===== src/hw/rx_front_pkg.sv =====
// Package with register map, field layouts and enumerations of the receive front end.
package rx_front_pkg;

   // Register byte offsets on the APB bus.
   localparam logic [7:0] CTRL_OFS = 8'h00;
   localparam logic [7:0] PATTERN_OFS = 8'h04;
   localparam logic [7:0] RUNLEN_OFS = 8'h08;
   localparam logic [7:0] STATUS_OFS = 8'h0c;

   // Aligner mode codes in the control register.
   localparam logic [2:0] MODE_BITSLIP = 3'h0;
   localparam logic [2:0] MODE_16BIT = 3'h1;
   localparam logic [2:0] MODE_10BIT = 3'h2;
   localparam logic [2:0] MODE_XAUI = 3'h3;
   localparam logic [2:0] MODE_GIGABIT_ETHERNET = 3'h4;

   // Protocol codes in the control register.
   localparam logic [1:0] PROTO_CUSTOM = 2'h0;
   localparam logic [1:0] PROTO_SONET = 2'h1;
   localparam logic [1:0] PROTO_XAUI = 2'h2;
   localparam logic [1:0] PROTO_GIGABIT_ETHERNET = 2'h3;

   // Fixed comma and the low-seven-bit match mask, first bit in bit 0.
   localparam logic [9:0] COMMA_POS = 10'h17c;
   localparam logic [9:0] COMMA_MASK7 = 10'h07f;

   // Widths, limits and counts.
   localparam int HIST_W = 32;
   localparam int WORD_W = 20;
   localparam logic [3:0] NARROW_W = 4'h8;
   localparam logic [3:0] WIDE_W = 4'ha;
   localparam logic [7:0] PHASE_LIMIT_MUI = 8'h50;
   localparam logic [7:0] RUN_STEP_WIDE = 8'h05;
   localparam logic [7:0] RUN_STEP_NARROW = 8'h04;
   localparam logic [1:0] SYNC_GOOD_COMMAS = 2'h3;
   localparam logic [2:0] SYNC_BAD_COMMAS = 3'h4;

   // Reset value of the control register: bit-slip, custom, 125 PPM frequency threshold.
   localparam logic [31:0] CTRL_RESET = 32'h0000_0000;
   localparam logic [15:0] PATTERN_RESET = 16'h017c;
   localparam logic [4:0] RUNLEN_RESET = 5'h1f;

   // Static configuration carried as one packed word.
   typedef struct packed {
      logic [1:0] ppm_sel;
      logic mask7;
      logic quad_pattern;
      logic double_width;
      logic slip_wide;
      logic [1:0] protocol;
      logic [2:0] mode;
   } cfg_t;

   // Aligned word output group.
   typedef struct packed {
      logic [WORD_W-1:0] data;
      logic [1:0] pattern_hit;
      logic valid;
   } word_out_t;

   // Lock state of the clock recovery unit.
   typedef enum logic [1:0] {
      LOCK_REF = 2'b01,
      LOCK_DATA = 2'b10
   } lock_state_t;

   // Synchronization state of the fixed-protocol aligner.
   typedef enum logic [3:0] {
      SYNC_LOSS = 4'b0001,
      SYNC_DET = 4'b0010,
      SYNC_ACQ = 4'b0100,
      SYNC_HOLD = 4'b1000
   } sync_state_t;

endpackage : rx_front_pkg


===== src/hw/rx_lock_deser_word_aligner.sv =====
// Receive front end: lock-mode control, deserializer and word aligner.
//
// The placing of the registers and the APB slave port were left to the implementer.
`timescale 1ns/1ps
`default_nettype none
module rx_lock_deser_word_aligner (
   // Clock and reset.
   input wire logic clk_i,
   input wire logic sys_rst_i,
   // APB slave.
   input wire logic psel_i,
   input wire logic penable_i,
   input wire logic pwrite_i,
   input wire logic [7:0] paddr_i,
   input wire logic [31:0] pwdata_i,
   output logic [31:0] prdata_o,
   output logic pready_o,
   output logic pslverr_o,
   // Clock recovery unit inputs.
   input wire logic ref_pll_locked_i,
   input wire logic [10:0] freq_err_ppm_i,
   input wire logic [7:0] phase_err_mui_i,
   input wire logic force_data_i,
   input wire logic force_ref_i,
   // Clock recovery unit outputs.
   output logic train_from_data_o,
   output logic locked_to_data_o,
   output logic ref_locked_n_o,
   // Serial input, one bit per clock when valid.
   input wire logic serial_bit_i,
   input wire logic serial_valid_i,
   // Fabric controls.
   input wire logic slip_req_i,
   input wire logic realign_req_i,
   input wire logic align_en_i,
   // Aligned word output.
   output logic [19:0] word_o,
   output logic word_valid_o,
   output logic [1:0] pattern_det_o,
   output logic aligned_o,
   output logic run_length_err_o
);

   // Configuration and state registers.
   rx_front_pkg::cfg_t cfg_q;
   logic [15:0] pattern_q;
   logic [4:0] runlen_code_q;
   rx_front_pkg::lock_state_t lock_q;
   rx_front_pkg::sync_state_t sync_q;
   rx_front_pkg::word_out_t out_q;
   logic [rx_front_pkg::HIST_W-1:0] hist_q;
   logic [3:0] cnt_q;
   logic slip_q;
   logic realign_q;
   logic slip_pend_q;
   logic searching_q;
   logic lane_q;
   logic [9:0] low_word_q;
   logic low_hit_q;
   logic aligned_q;
   logic [7:0] run_q;
   logic run_err_q;
   logic [1:0] good_q;
   logic [2:0] bad_q;
   logic pready_q;
   logic [31:0] prdata_q;
   logic pslverr_q;
   logic train_q;
   logic ref_n_q;

   // Frequency threshold in PPM for each selector value.
   function automatic logic [10:0] ppm_limit(input logic [1:0] sel);
      case (sel)
         2'h0: ppm_limit = 11'h07d;
         2'h1: ppm_limit = 11'h0fa;
         2'h2: ppm_limit = 11'h1f4;
         default: ppm_limit = 11'h3e8;
      endcase
   endfunction : ppm_limit

   // Ten-bit match against a pattern and its inverse, optionally low seven.
   function automatic logic match10(input logic [9:0] w,
                                    input logic [9:0] p,
                                    input logic mask7);
      logic [9:0] m;
      m = mask7 ? rx_front_pkg::COMMA_MASK7 : 10'h3ff;
      match10 = (((w ^ p) & m) == 10'h000) || (((w ^ ~p) & m) == 10'h000);
   endfunction : match10

   // Decoded mode, width and legality.
   logic mode_legal;
   logic [3:0] wsel;
   logic [9:0] pat10;
   logic is_slip;
   logic is_16;
   logic is_10;
   logic is_sync;
   always_comb begin
      is_slip = cfg_q.mode == rx_front_pkg::MODE_BITSLIP;
      is_16 = cfg_q.mode == rx_front_pkg::MODE_16BIT;
      is_10 = cfg_q.mode == rx_front_pkg::MODE_10BIT;
      is_sync = (cfg_q.mode == rx_front_pkg::MODE_XAUI) ||
                (cfg_q.mode == rx_front_pkg::MODE_GIGABIT_ETHERNET);
      pat10 = is_sync ? rx_front_pkg::COMMA_POS : pattern_q[9:0];
      case (cfg_q.mode)
         rx_front_pkg::MODE_BITSLIP: begin
            mode_legal = (cfg_q.protocol == rx_front_pkg::PROTO_CUSTOM) ||
                         (cfg_q.protocol == rx_front_pkg::PROTO_SONET);
            wsel = cfg_q.slip_wide ? rx_front_pkg::WIDE_W
                                   : rx_front_pkg::NARROW_W;
         end
         rx_front_pkg::MODE_16BIT: begin
            mode_legal = (cfg_q.protocol == rx_front_pkg::PROTO_SONET) ||
                         ((cfg_q.protocol == rx_front_pkg::PROTO_CUSTOM) &&
                          !cfg_q.quad_pattern);
            wsel = rx_front_pkg::NARROW_W;
         end
         rx_front_pkg::MODE_10BIT: begin
            mode_legal = cfg_q.protocol == rx_front_pkg::PROTO_CUSTOM;
            wsel = rx_front_pkg::WIDE_W;
         end
         rx_front_pkg::MODE_XAUI: begin
            mode_legal = cfg_q.protocol == rx_front_pkg::PROTO_XAUI;
            wsel = rx_front_pkg::WIDE_W;
         end
         rx_front_pkg::MODE_GIGABIT_ETHERNET: begin
            mode_legal = cfg_q.protocol ==
                         rx_front_pkg::PROTO_GIGABIT_ETHERNET;
            wsel = rx_front_pkg::WIDE_W;
         end
         default: begin
            mode_legal = 1'b0;
            wsel = rx_front_pkg::WIDE_W;
         end
      endcase
   end

   // Bit history after this cycle's bit; the newest bit sits on top.
   logic [rx_front_pkg::HIST_W-1:0] hist_d;
   logic [9:0] word_now;
   logic word_end;
   assign hist_d = serial_valid_i ? {serial_bit_i, hist_q[31:1]} : hist_q;

   // The word ends when the bit counter reaches width minus one.
   always_comb begin
      word_end = serial_valid_i && !slip_pend_q && (cnt_q == wsel - 4'h1);
      if (wsel == rx_front_pkg::WIDE_W) begin
         word_now = hist_d[31:22];
      end else begin
         word_now = {2'b00, hist_d[31:24]};
      end
   end

   // Boundary search hits for the automatic modes.
   logic hit16;
   logic hit10;
   logic auto_hit;
   always_comb begin
      if (cfg_q.quad_pattern) begin
         hit16 = hist_d == {pattern_q[15:8], pattern_q[15:8],
                            pattern_q[7:0], pattern_q[7:0]};
      end else begin
         hit16 = hist_d[31:16] == pattern_q;
      end
      hit10 = match10(hist_d[31:22], pat10, cfg_q.mask7 && !is_sync);
      auto_hit = serial_valid_i && mode_legal && searching_q &&
                 ((is_16 && hit16) ||
                  (is_10 && align_en_i && hit10) ||
                  (is_sync && hit10 && (sync_q == rx_front_pkg::SYNC_LOSS)));
   end

   // Request edges from the fabric.
   logic slip_edge;
   logic realign_edge;
   assign slip_edge = slip_req_i && !slip_q;
   assign realign_edge = realign_req_i && !realign_q;

   always_ff @(posedge clk_i) begin
      if (sys_rst_i) begin
         slip_q <= 1'b0;
         realign_q <= 1'b0;
      end else begin
         slip_q <= slip_req_i;
         realign_q <= realign_req_i;
      end
   end

   // A slip holds the bit counter back one bit, moving the boundary by one.
   always_ff @(posedge clk_i) begin
      if (sys_rst_i) begin
         slip_pend_q <= 1'b0;
      end else if (slip_edge && is_slip && mode_legal) begin
         slip_pend_q <= 1'b1;
      end else if (serial_valid_i) begin
         slip_pend_q <= 1'b0;
      end
   end

   // Bit history and bit counter; a boundary hit restarts the count.
   always_ff @(posedge clk_i) begin
      if (sys_rst_i) begin
         hist_q <= '0;
         cnt_q <= 4'h0;
      end else begin
         hist_q <= hist_d;
         if (auto_hit) begin
            cnt_q <= 4'h0;
         end else if (serial_valid_i && !slip_pend_q) begin
            cnt_q <= word_end ? 4'h0 : cnt_q + 4'h1;
         end
      end
   end

   // Searching flag: cleared on 16-bit alignment, set again by realign or by any other mode.
   always_ff @(posedge clk_i) begin
      if (sys_rst_i) begin
         searching_q <= 1'b1;
      end else if (realign_edge && is_16) begin
         searching_q <= 1'b1;
      end else if (auto_hit && is_16) begin
         searching_q <= 1'b0;
      end else if (!is_16) begin
         searching_q <= 1'b1;
      end
   end

   // Pattern flag for the finished word, in the width in use.
   logic word_hit;
   always_comb begin
      if (wsel == rx_front_pkg::WIDE_W) begin
         word_hit = match10(word_now, pat10, cfg_q.mask7);
      end else begin
         word_hit = word_now[7:0] == pattern_q[7:0];
      end
   end

   // Word output, paired into twenty bits (sixteen for eight-bit words) in double-width mode.
   always_ff @(posedge clk_i) begin
      if (sys_rst_i) begin
         out_q <= '0;
         lane_q <= 1'b0;
         low_word_q <= 10'h000;
         low_hit_q <= 1'b0;
      end else begin
         // Flags pulse with the word so no stale hit outlives it.
         out_q.valid <= 1'b0;
         out_q.pattern_hit <= 2'b00;
         if (word_end) begin
            if (!cfg_q.double_width) begin
               out_q.data <= {10'h000, word_now};
               out_q.pattern_hit <= {1'b0, word_hit};
               out_q.valid <= 1'b1;
            end else if (!lane_q) begin
               low_word_q <= word_now;
               low_hit_q <= word_hit;
               lane_q <= 1'b1;
            end else begin
               out_q.data <= (wsel == rx_front_pkg::WIDE_W)
                             ? {word_now, low_word_q}
                             : {4'h0, word_now[7:0], low_word_q[7:0]};
               out_q.pattern_hit <= {word_hit, low_hit_q};
               out_q.valid <= 1'b1;
               lane_q <= 1'b0;
            end
         end
      end
   end

   // Fixed-protocol sync machine: three aligned commas acquire, four
   // misaligned ones lose it; the code-group checks of the standards are
   // left to the decoder stage.
   logic comma_here;
   assign comma_here = serial_valid_i && is_sync && mode_legal && hit10;
   always_ff @(posedge clk_i) begin
      if (sys_rst_i) begin
         sync_q <= rx_front_pkg::SYNC_LOSS;
         good_q <= 2'h0;
         bad_q <= 3'h0;
      end else if (!is_sync || !mode_legal) begin
         sync_q <= rx_front_pkg::SYNC_LOSS;
         good_q <= 2'h0;
         bad_q <= 3'h0;
      end else begin
         case (sync_q)
            rx_front_pkg::SYNC_LOSS: begin
               if (comma_here) begin
                  sync_q <= rx_front_pkg::SYNC_DET;
                  good_q <= 2'h1;
               end
            end
            rx_front_pkg::SYNC_DET: begin
               if (comma_here && !word_end) begin
                  sync_q <= rx_front_pkg::SYNC_LOSS;
               end else if (comma_here) begin
                  good_q <= good_q + 2'h1;
                  if (good_q + 2'h1 == rx_front_pkg::SYNC_GOOD_COMMAS) begin
                     sync_q <= rx_front_pkg::SYNC_ACQ;
                  end
               end
            end
            rx_front_pkg::SYNC_ACQ: begin
               if (comma_here && !word_end) begin
                  bad_q <= 3'h1;
                  sync_q <= rx_front_pkg::SYNC_HOLD;
               end
            end
            rx_front_pkg::SYNC_HOLD: begin
               if (comma_here && word_end) begin
                  bad_q <= 3'h0;
                  sync_q <= rx_front_pkg::SYNC_ACQ;
               end else if (comma_here) begin
                  bad_q <= bad_q + 3'h1;
                  if (bad_q + 3'h1 == rx_front_pkg::SYNC_BAD_COMMAS) begin
                     sync_q <= rx_front_pkg::SYNC_LOSS;
                     good_q <= 2'h0;
                  end
               end
            end
            default: sync_q <= rx_front_pkg::SYNC_LOSS;
         endcase
      end
   end

   // Run-length detector against the static threshold.
   logic [7:0] run_limit;
   assign run_limit = 8'((runlen_code_q + 5'h01) *
                         ((wsel == rx_front_pkg::WIDE_W) ?
                          rx_front_pkg::RUN_STEP_WIDE :
                          rx_front_pkg::RUN_STEP_NARROW));
   always_ff @(posedge clk_i) begin
      if (sys_rst_i) begin
         run_q <= 8'h00;
         run_err_q <= 1'b0;
      end else if (serial_valid_i) begin
         if (serial_bit_i != hist_q[31]) begin
            run_q <= 8'h01;
         end else if (run_q != 8'hff) begin
            run_q <= run_q + 8'h01;
         end
         run_err_q <= (serial_bit_i == hist_q[31]) &&
                      (run_q >= run_limit);
      end
   end

   // Lock-mode control: force-data first, then force-reference, else auto.
   logic freq_ok;
   logic phase_ok;
   assign freq_ok = freq_err_ppm_i <= ppm_limit(cfg_q.ppm_sel);
   assign phase_ok = phase_err_mui_i <= rx_front_pkg::PHASE_LIMIT_MUI;
   always_ff @(posedge clk_i) begin
      if (sys_rst_i) begin
         lock_q <= rx_front_pkg::LOCK_REF;
      end else if (force_data_i) begin
         lock_q <= rx_front_pkg::LOCK_DATA;
      end else if (force_ref_i) begin
         lock_q <= rx_front_pkg::LOCK_REF;
      end else begin
         // Both overrides low, as when left unconnected, is automatic.
         case (lock_q)
            rx_front_pkg::LOCK_REF: begin
               if (freq_ok && phase_ok && ref_pll_locked_i) begin
                  lock_q <= rx_front_pkg::LOCK_DATA;
               end
            end
            rx_front_pkg::LOCK_DATA: begin
               if (!freq_ok) begin
                  lock_q <= rx_front_pkg::LOCK_REF;
               end
            end
            default: lock_q <= rx_front_pkg::LOCK_REF;
         endcase
      end
   end

   // Lock status pins, registered.
   always_ff @(posedge clk_i) begin
      if (sys_rst_i) begin
         train_q <= 1'b0;
         ref_n_q <= 1'b1;
      end else begin
         train_q <= lock_q == rx_front_pkg::LOCK_DATA;
         ref_n_q <= !ref_pll_locked_i;
      end
   end

   // APB slave: one wait state, then the answer; unmapped gives an error.
   logic acc;
   logic [31:0] status_w;
   assign acc = psel_i && penable_i && !pready_q;
   assign status_w = {22'h000000, run_err_q, !searching_q, sync_q,
                      !mode_legal, 2'b00, lock_q == rx_front_pkg::LOCK_DATA};
   always_ff @(posedge clk_i) begin
      if (sys_rst_i) begin
         pready_q <= 1'b0;
         prdata_q <= 32'h0000_0000;
         pslverr_q <= 1'b0;
      end else begin
         pready_q <= acc;
         pslverr_q <= 1'b0;
         prdata_q <= 32'h0000_0000;
         if (acc) begin
            case (paddr_i)
               rx_front_pkg::CTRL_OFS: prdata_q <= {21'h000000, cfg_q};
               rx_front_pkg::PATTERN_OFS: prdata_q <= {16'h0000, pattern_q};
               rx_front_pkg::RUNLEN_OFS: prdata_q <= {27'h0000000, runlen_code_q};
               rx_front_pkg::STATUS_OFS: prdata_q <= status_w;
               default: pslverr_q <= 1'b1;
            endcase
         end
      end
   end

   // Register writes take effect in the cycle the access completes.
   always_ff @(posedge clk_i) begin
      if (sys_rst_i) begin
         cfg_q <= rx_front_pkg::cfg_t'(rx_front_pkg::CTRL_RESET[10:0]);
         pattern_q <= rx_front_pkg::PATTERN_RESET;
         runlen_code_q <= rx_front_pkg::RUNLEN_RESET;
      end else if (psel_i && penable_i && pready_q && pwrite_i) begin
         case (paddr_i)
            rx_front_pkg::CTRL_OFS: cfg_q <= rx_front_pkg::cfg_t'(pwdata_i[10:0]);
            rx_front_pkg::PATTERN_OFS: pattern_q <= pwdata_i[15:0];
            rx_front_pkg::RUNLEN_OFS: runlen_code_q <= pwdata_i[4:0];
            default: ;
         endcase
      end
   end

   // Alignment status; registered, so it trails the search state by a cycle.
   always_ff @(posedge clk_i) begin
      if (sys_rst_i) begin
         aligned_q <= 1'b0;
      end else begin
         aligned_q <= !searching_q || (sync_q == rx_front_pkg::SYNC_ACQ);
      end
   end

   // Outputs straight from flip-flops.
   assign prdata_o = prdata_q;
   assign pready_o = pready_q;
   assign pslverr_o = pslverr_q;
   assign train_from_data_o = train_q;
   assign locked_to_data_o = train_q;
   assign ref_locked_n_o = ref_n_q;
   assign word_o = out_q.data;
   assign word_valid_o = out_q.valid;
   assign pattern_det_o = out_q.pattern_hit;
   assign aligned_o = aligned_q;
   assign run_length_err_o = run_err_q;

endmodule : rx_lock_deser_word_aligner
`default_nettype wire


===== config.mk =====
export PLATFORM = sky130hd
export DESIGN_NAME = rx_lock_deser_word_aligner
export DESIGN_NICKNAME = d
export VERILOG_FILES = /design/src/hw/rx_front_pkg.sv /design/src/hw/rx_lock_deser_word_aligner.sv
export SDC_FILE = /design/constraint.sdc
export NUM_CORES = 1
export LEC_CHECK = 0
export CORE_ASPECT_RATIO = 0.9
export CORE_MARGIN = 4
export CORE_UTILIZATION = 60
export CTS_CLUSTER_SIZE = 28
export DETAILED_ROUTE_END_ITERATION = 8
export DONT_BUFFER_PORTS = 1
export PLACE_DENSITY = 0.76
export SLEW_MARGIN = 20
export SYNTH_ARGS = -nofsm -noshare
export SYNTH_HDL_FRONTEND = slang
export SYNTH_SLANG_ARGS = --single-unit
export TNS_END_PERCENT = 50

===== constraint.sdc =====
create_clock -name clk_i -period 7.7 [get_ports clk_i]
set_clock_uncertainty 0.15 [all_clocks]
set_input_delay 1.54 -clock clk_i [delete_from_list [all_inputs] [get_ports clk_i]]
set_output_delay 1.54 -clock clk_i [all_outputs]
set_load 0.02 [all_outputs]

==> flow_metrics.env <==
export IMPL_endpoint_kind="flop"
export IMPL_ir_drop_v=0.000201
export IMPL_synthAdderAreaFrac_pct=4.59
export IMPL_ys_seq_area_share_pct=34.4
export IMPL_slew_violations=0
export IMPL_ios=134
export IMPL_gr_total_overflow=0
export IMPL_insertedDiodeCount=0
export IMPL_path_depth=9
export IMPL_routed_via_density=6.22
export IMPL_cp_start_kind="flop"
export IMPL_synthDistinctLibCells=76
export IMPL_async_reset_ff_share_pct=0
export IMPL_synth_warnings=0
export IMPL_outcome="completed"
export IMPL_hp_class="reg -> reg"
export IMPL_io_buffers=0
export IMPL_worstMarginPinSlew_ns=0.867
export IMPL_ys_ff_latch=148
export IMPL_cts_htree_levels=4
export IMPL_ant_nets=0
export IMPL_drc=0
export IMPL_grt_pass1_vias=6875
export IMPL_cp_slowest_cell="o21ai_0"
export IMPL_post_cts_resized=0
export IMPL_powerDensity_nw_per_um2=191
export IMPL_grtUsageTotal_pct=27.0
export IMPL_drt_initial_drc_count=841
export IMPL_cts_buffers=17
export IMPL_period_minus_slack_ns=4.34
export IMPL_critPathBufInv=0
export IMPL_root_buffer="clkbuf_16"
export IMPL_dpl_hpwl_um=15300
export IMPL_rsz0062_at_grt="no"
export IMPL_synthXorXnorAreaFrac_pct=5.99
export IMPL_die_w_um=134
export IMPL_post_route_period_util_pct=56.4
export IMPL_slowest_delay_ns=0.89
export IMPL_area_delta_synth_final_pct=6.79
export IMPL_wl_per_cell_um=18.4
export IMPL_power_leakage_nw=3.57
export IMPL_dr_pass1_iters=6
export IMPL_path_delay_family="simple AND/OR/NAND/NOR gates"
export IMPL_drv_cap=0
export IMPL_tns_ns=0
export IMPL_dieArea_um2=16400
export IMPL_routabilityCongestion=0.962
export IMPL_totalWireLength_um=22100
export IMPL_cp_arrival_ns=4.49
export IMPL_clkSinkCount=148
export IMPL_core_um2=14100
export IMPL_synthSimpleGateAreaFrac_pct=23.3
export IMPL_syn_inst=1036
export IMPL_clkTransAtPathRegs_ns=0.06
export IMPL_cp_max_fo=22
export IMPL_nets=1093
export IMPL_grt_pass1_wl_um=35400
export IMPL_antenna_found_initial=0
export IMPL_fmax_mhz=230
export IMPL_synth_top_family_by_area="simple AND/OR/NAND/NOR gates"
export IMPL_crit_chain="nor2_1, nand2_1, o21ai_0, xor2_1, or4_1, a31oi_1, nor4b_1, nor4_1, a2111oi_0"
export IMPL_holdBufCountCts=0
export IMPL_clockBufferDepth=2
export IMPL_row_count=41
export IMPL_max_slew_margin_rel_pct=42.1
export IMPL_synth_flop_cell="dfxtp_1"
export IMPL_vias=7437
export IMPL_post_route_util_pct=65.5
export IMPL_syn_cell_area_um2=8620
export IMPL_drive_gt1_share_pct=6.68
export IMPL_setup_viol_count_final=0
export IMPL_cts_tree="yes"
export IMPL_synth_avg_cell_area_um2=8.32
export IMPL_die_y_um=122
export IMPL_synth_compound_area_share_pct=16.2
export IMPL_final_hold_violation_count=0
export IMPL_critical_path_class="reg -> reg"
export IMPL_final_fill_count=1211
export IMPL_grt_max_degree=119
export IMPL_synth_edf_count=0
export IMPL_synth_mux_area_share_pct=9.27
export IMPL_r2r_cells=9
export IMPL_initial_utilization_pct=61.3
export IMPL_whs_path_depth=2
export IMPL_clk_insertion_delay_late_ns=0.43
export IMPL_cts_setup_buffers=0
export IMPL_crit_required_ns=7.85
==> registers in the layout, indices dropped and copies added (netlist names), 2 cells and up <==
name / cells
hist_q: 32
word_o: 20
pattern_q: 16
prdata_o: 16
cfg_q: 11
low_word_q: 10
run_q: 8
runlen_code_q: 5
cnt_q: 4
sync_q: 4
bad_q: 3
good_q: 2
lock_q: 2
pattern_det_o: 2
==> synthesized netlist by cell type (4+ instances only) <==
master / count / area [um^2]
a211o_1: 16 / 140
a211oi_1: 6 / 45.0
a21o_1: 7 / 52.6
a21oi_1: 56 / 280
a311oi_1: 8 / 70.1
a31oi_1: 12 / 75.1
a32oi_1: 13 / 114
and2_1: 9 / 56.3
and3_1: 6 / 37.5
buf_1: 8 / 30.0
buf_2: 11 / 55.1
buf_4: 18 / 135
buf_6: 4 / 45.0
clkbuf_1: 46 / 173
dfxtp_1: 148 / 2960
ha_1: 30 / 375
inv_1: 27 / 101
mux2_2: 9 / 101
mux2i_1: 58 / 581
nand2_1: 66 / 248
nand2b_1: 14 / 87.6
nand3_1: 23 / 115
nand3b_1: 5 / 37.5
nand4_1: 16 / 100
nor2_1: 156 / 586
nor2b_1: 24 / 150
nor3_1: 39 / 195
nor3b_1: 6 / 45.0
nor4_1: 17 / 106
o211ai_1: 9 / 67.6
o21ai_0: 25 / 125
o21bai_1: 5 / 37.5
o311ai_0: 4 / 35.0
o31ai_1: 5 / 37.5
o32ai_1: 4 / 35.0
or3_1: 10 / 62.6
or4_1: 4 / 30.0
xnor2_1: 41 / 359
xor2_1: 18 / 158
==> worst min-delay path, delay by kind of cell (launching register included) <==
kind             cells  cell delay (ns)
AO/OA/AOI/OAI        1             0.05
AND/OR/NAND/NOR      1             0.05
flip-flops           1             0.31
==> final cells by class <==
class                      instances  area [um^2]  share of cell area, %
multi-input combinational        788         5180                   56.3
sequential                       148         2960                   32.2
clock buffer                      18          439                   4.77
tap                              193          241                   2.62
clock inverter                    14          224                   2.43
inverter                          28          105                   1.14
timing repair buffer               7         52.6                  0.571
==> cells by family after synthesis <==
| group | after synthesis |
|---|---|
| xor gates and xnor gates | 59 |
| adders and majority gates | 31 |
| AOI/OAI and AO/OA | 199 |
| DFF | 148 |
| muxes | 73 |
| other | 1 |
| buffers and inverters | 115 |
| and+or+nand+nor | 410 |
==> per-layer routing <==
| metal | track usage, % | share of wire (%) | vias to the layer above |
|---|---|---|---|
| met3 | 6.15 | 8.4 | 33 |
| met1 | 36.5 | 44 | 3534 |
| met5 | 0 | 0 | - |
| met2 | 43.2 | 46 | 297 |
| met4 | 8.59 | 1.8 | 0 |
| li1 | - | - | 3573 |
==> placed cells by master, fill, tap and decap left out, types with 23 or more instances in the layout <==
| master | instances |
|---|---|
| a21oi_1 | 56 |
| dfxtp_1 | 148 |
| ha_1 | 30 |
| inv_1 | 27 |
| mux2i_1 | 58 |
| nand2_1 | 66 |
| nand3_1 | 23 |
| nor2_1 | 156 |
| nor2b_1 | 24 |
| nor3_1 | 39 |
| o21ai_0 | 25 |
| xnor2_1 | 41 |
==> worst paths after layout <==
| check | endpoint | startpoint | slack [ns] |
|---|---|---|---|
| min | low_word_q[7] | low_word_q[7] | 0.31 |
| max | pattern_det_o[0] | cfg_q[1] | 3.36 |
| min reg2reg | low_word_q[7] | low_word_q[7] | 0.31 |
| max reg2reg | pattern_det_o[0] | cfg_q[1] | 3.36 |
==> per-stage QoR <==
| step | instance area (um^2) | power [mW] | cells | setup WS [ns] | hold slack (ns) |
|---|---|---|---|---|---|
| 2_1_floorplan | 8680 | 0.866 | 1051 | 3.44 | 0.287 |
| 3_3_place_gp | 8540 | 0.851 | 1164 | 3.11 | 0.290 |
| 3_5_place_dp | 8540 | 0.853 | 1164 | 3.14 | 0.295 |
| 4_1_cts | 9210 | 1.77 | 1196 | 3.52 | 0.306 |
| 5_1_grt | 9210 | 1.81 | 1196 | 3.10 | 0.331 |
| 6_report | 9210 | 1.76 | 1196 | 3.36 | 0.312 |
==> report_power, final <==
group	internal (mW)	switching (mW)
clock	0.588	0.336
sequential	0.770	0.00567
combinational	0.0271	0.0335
total	1.39	0.376
Note: power is estimated with default switching activity, not from simulation.
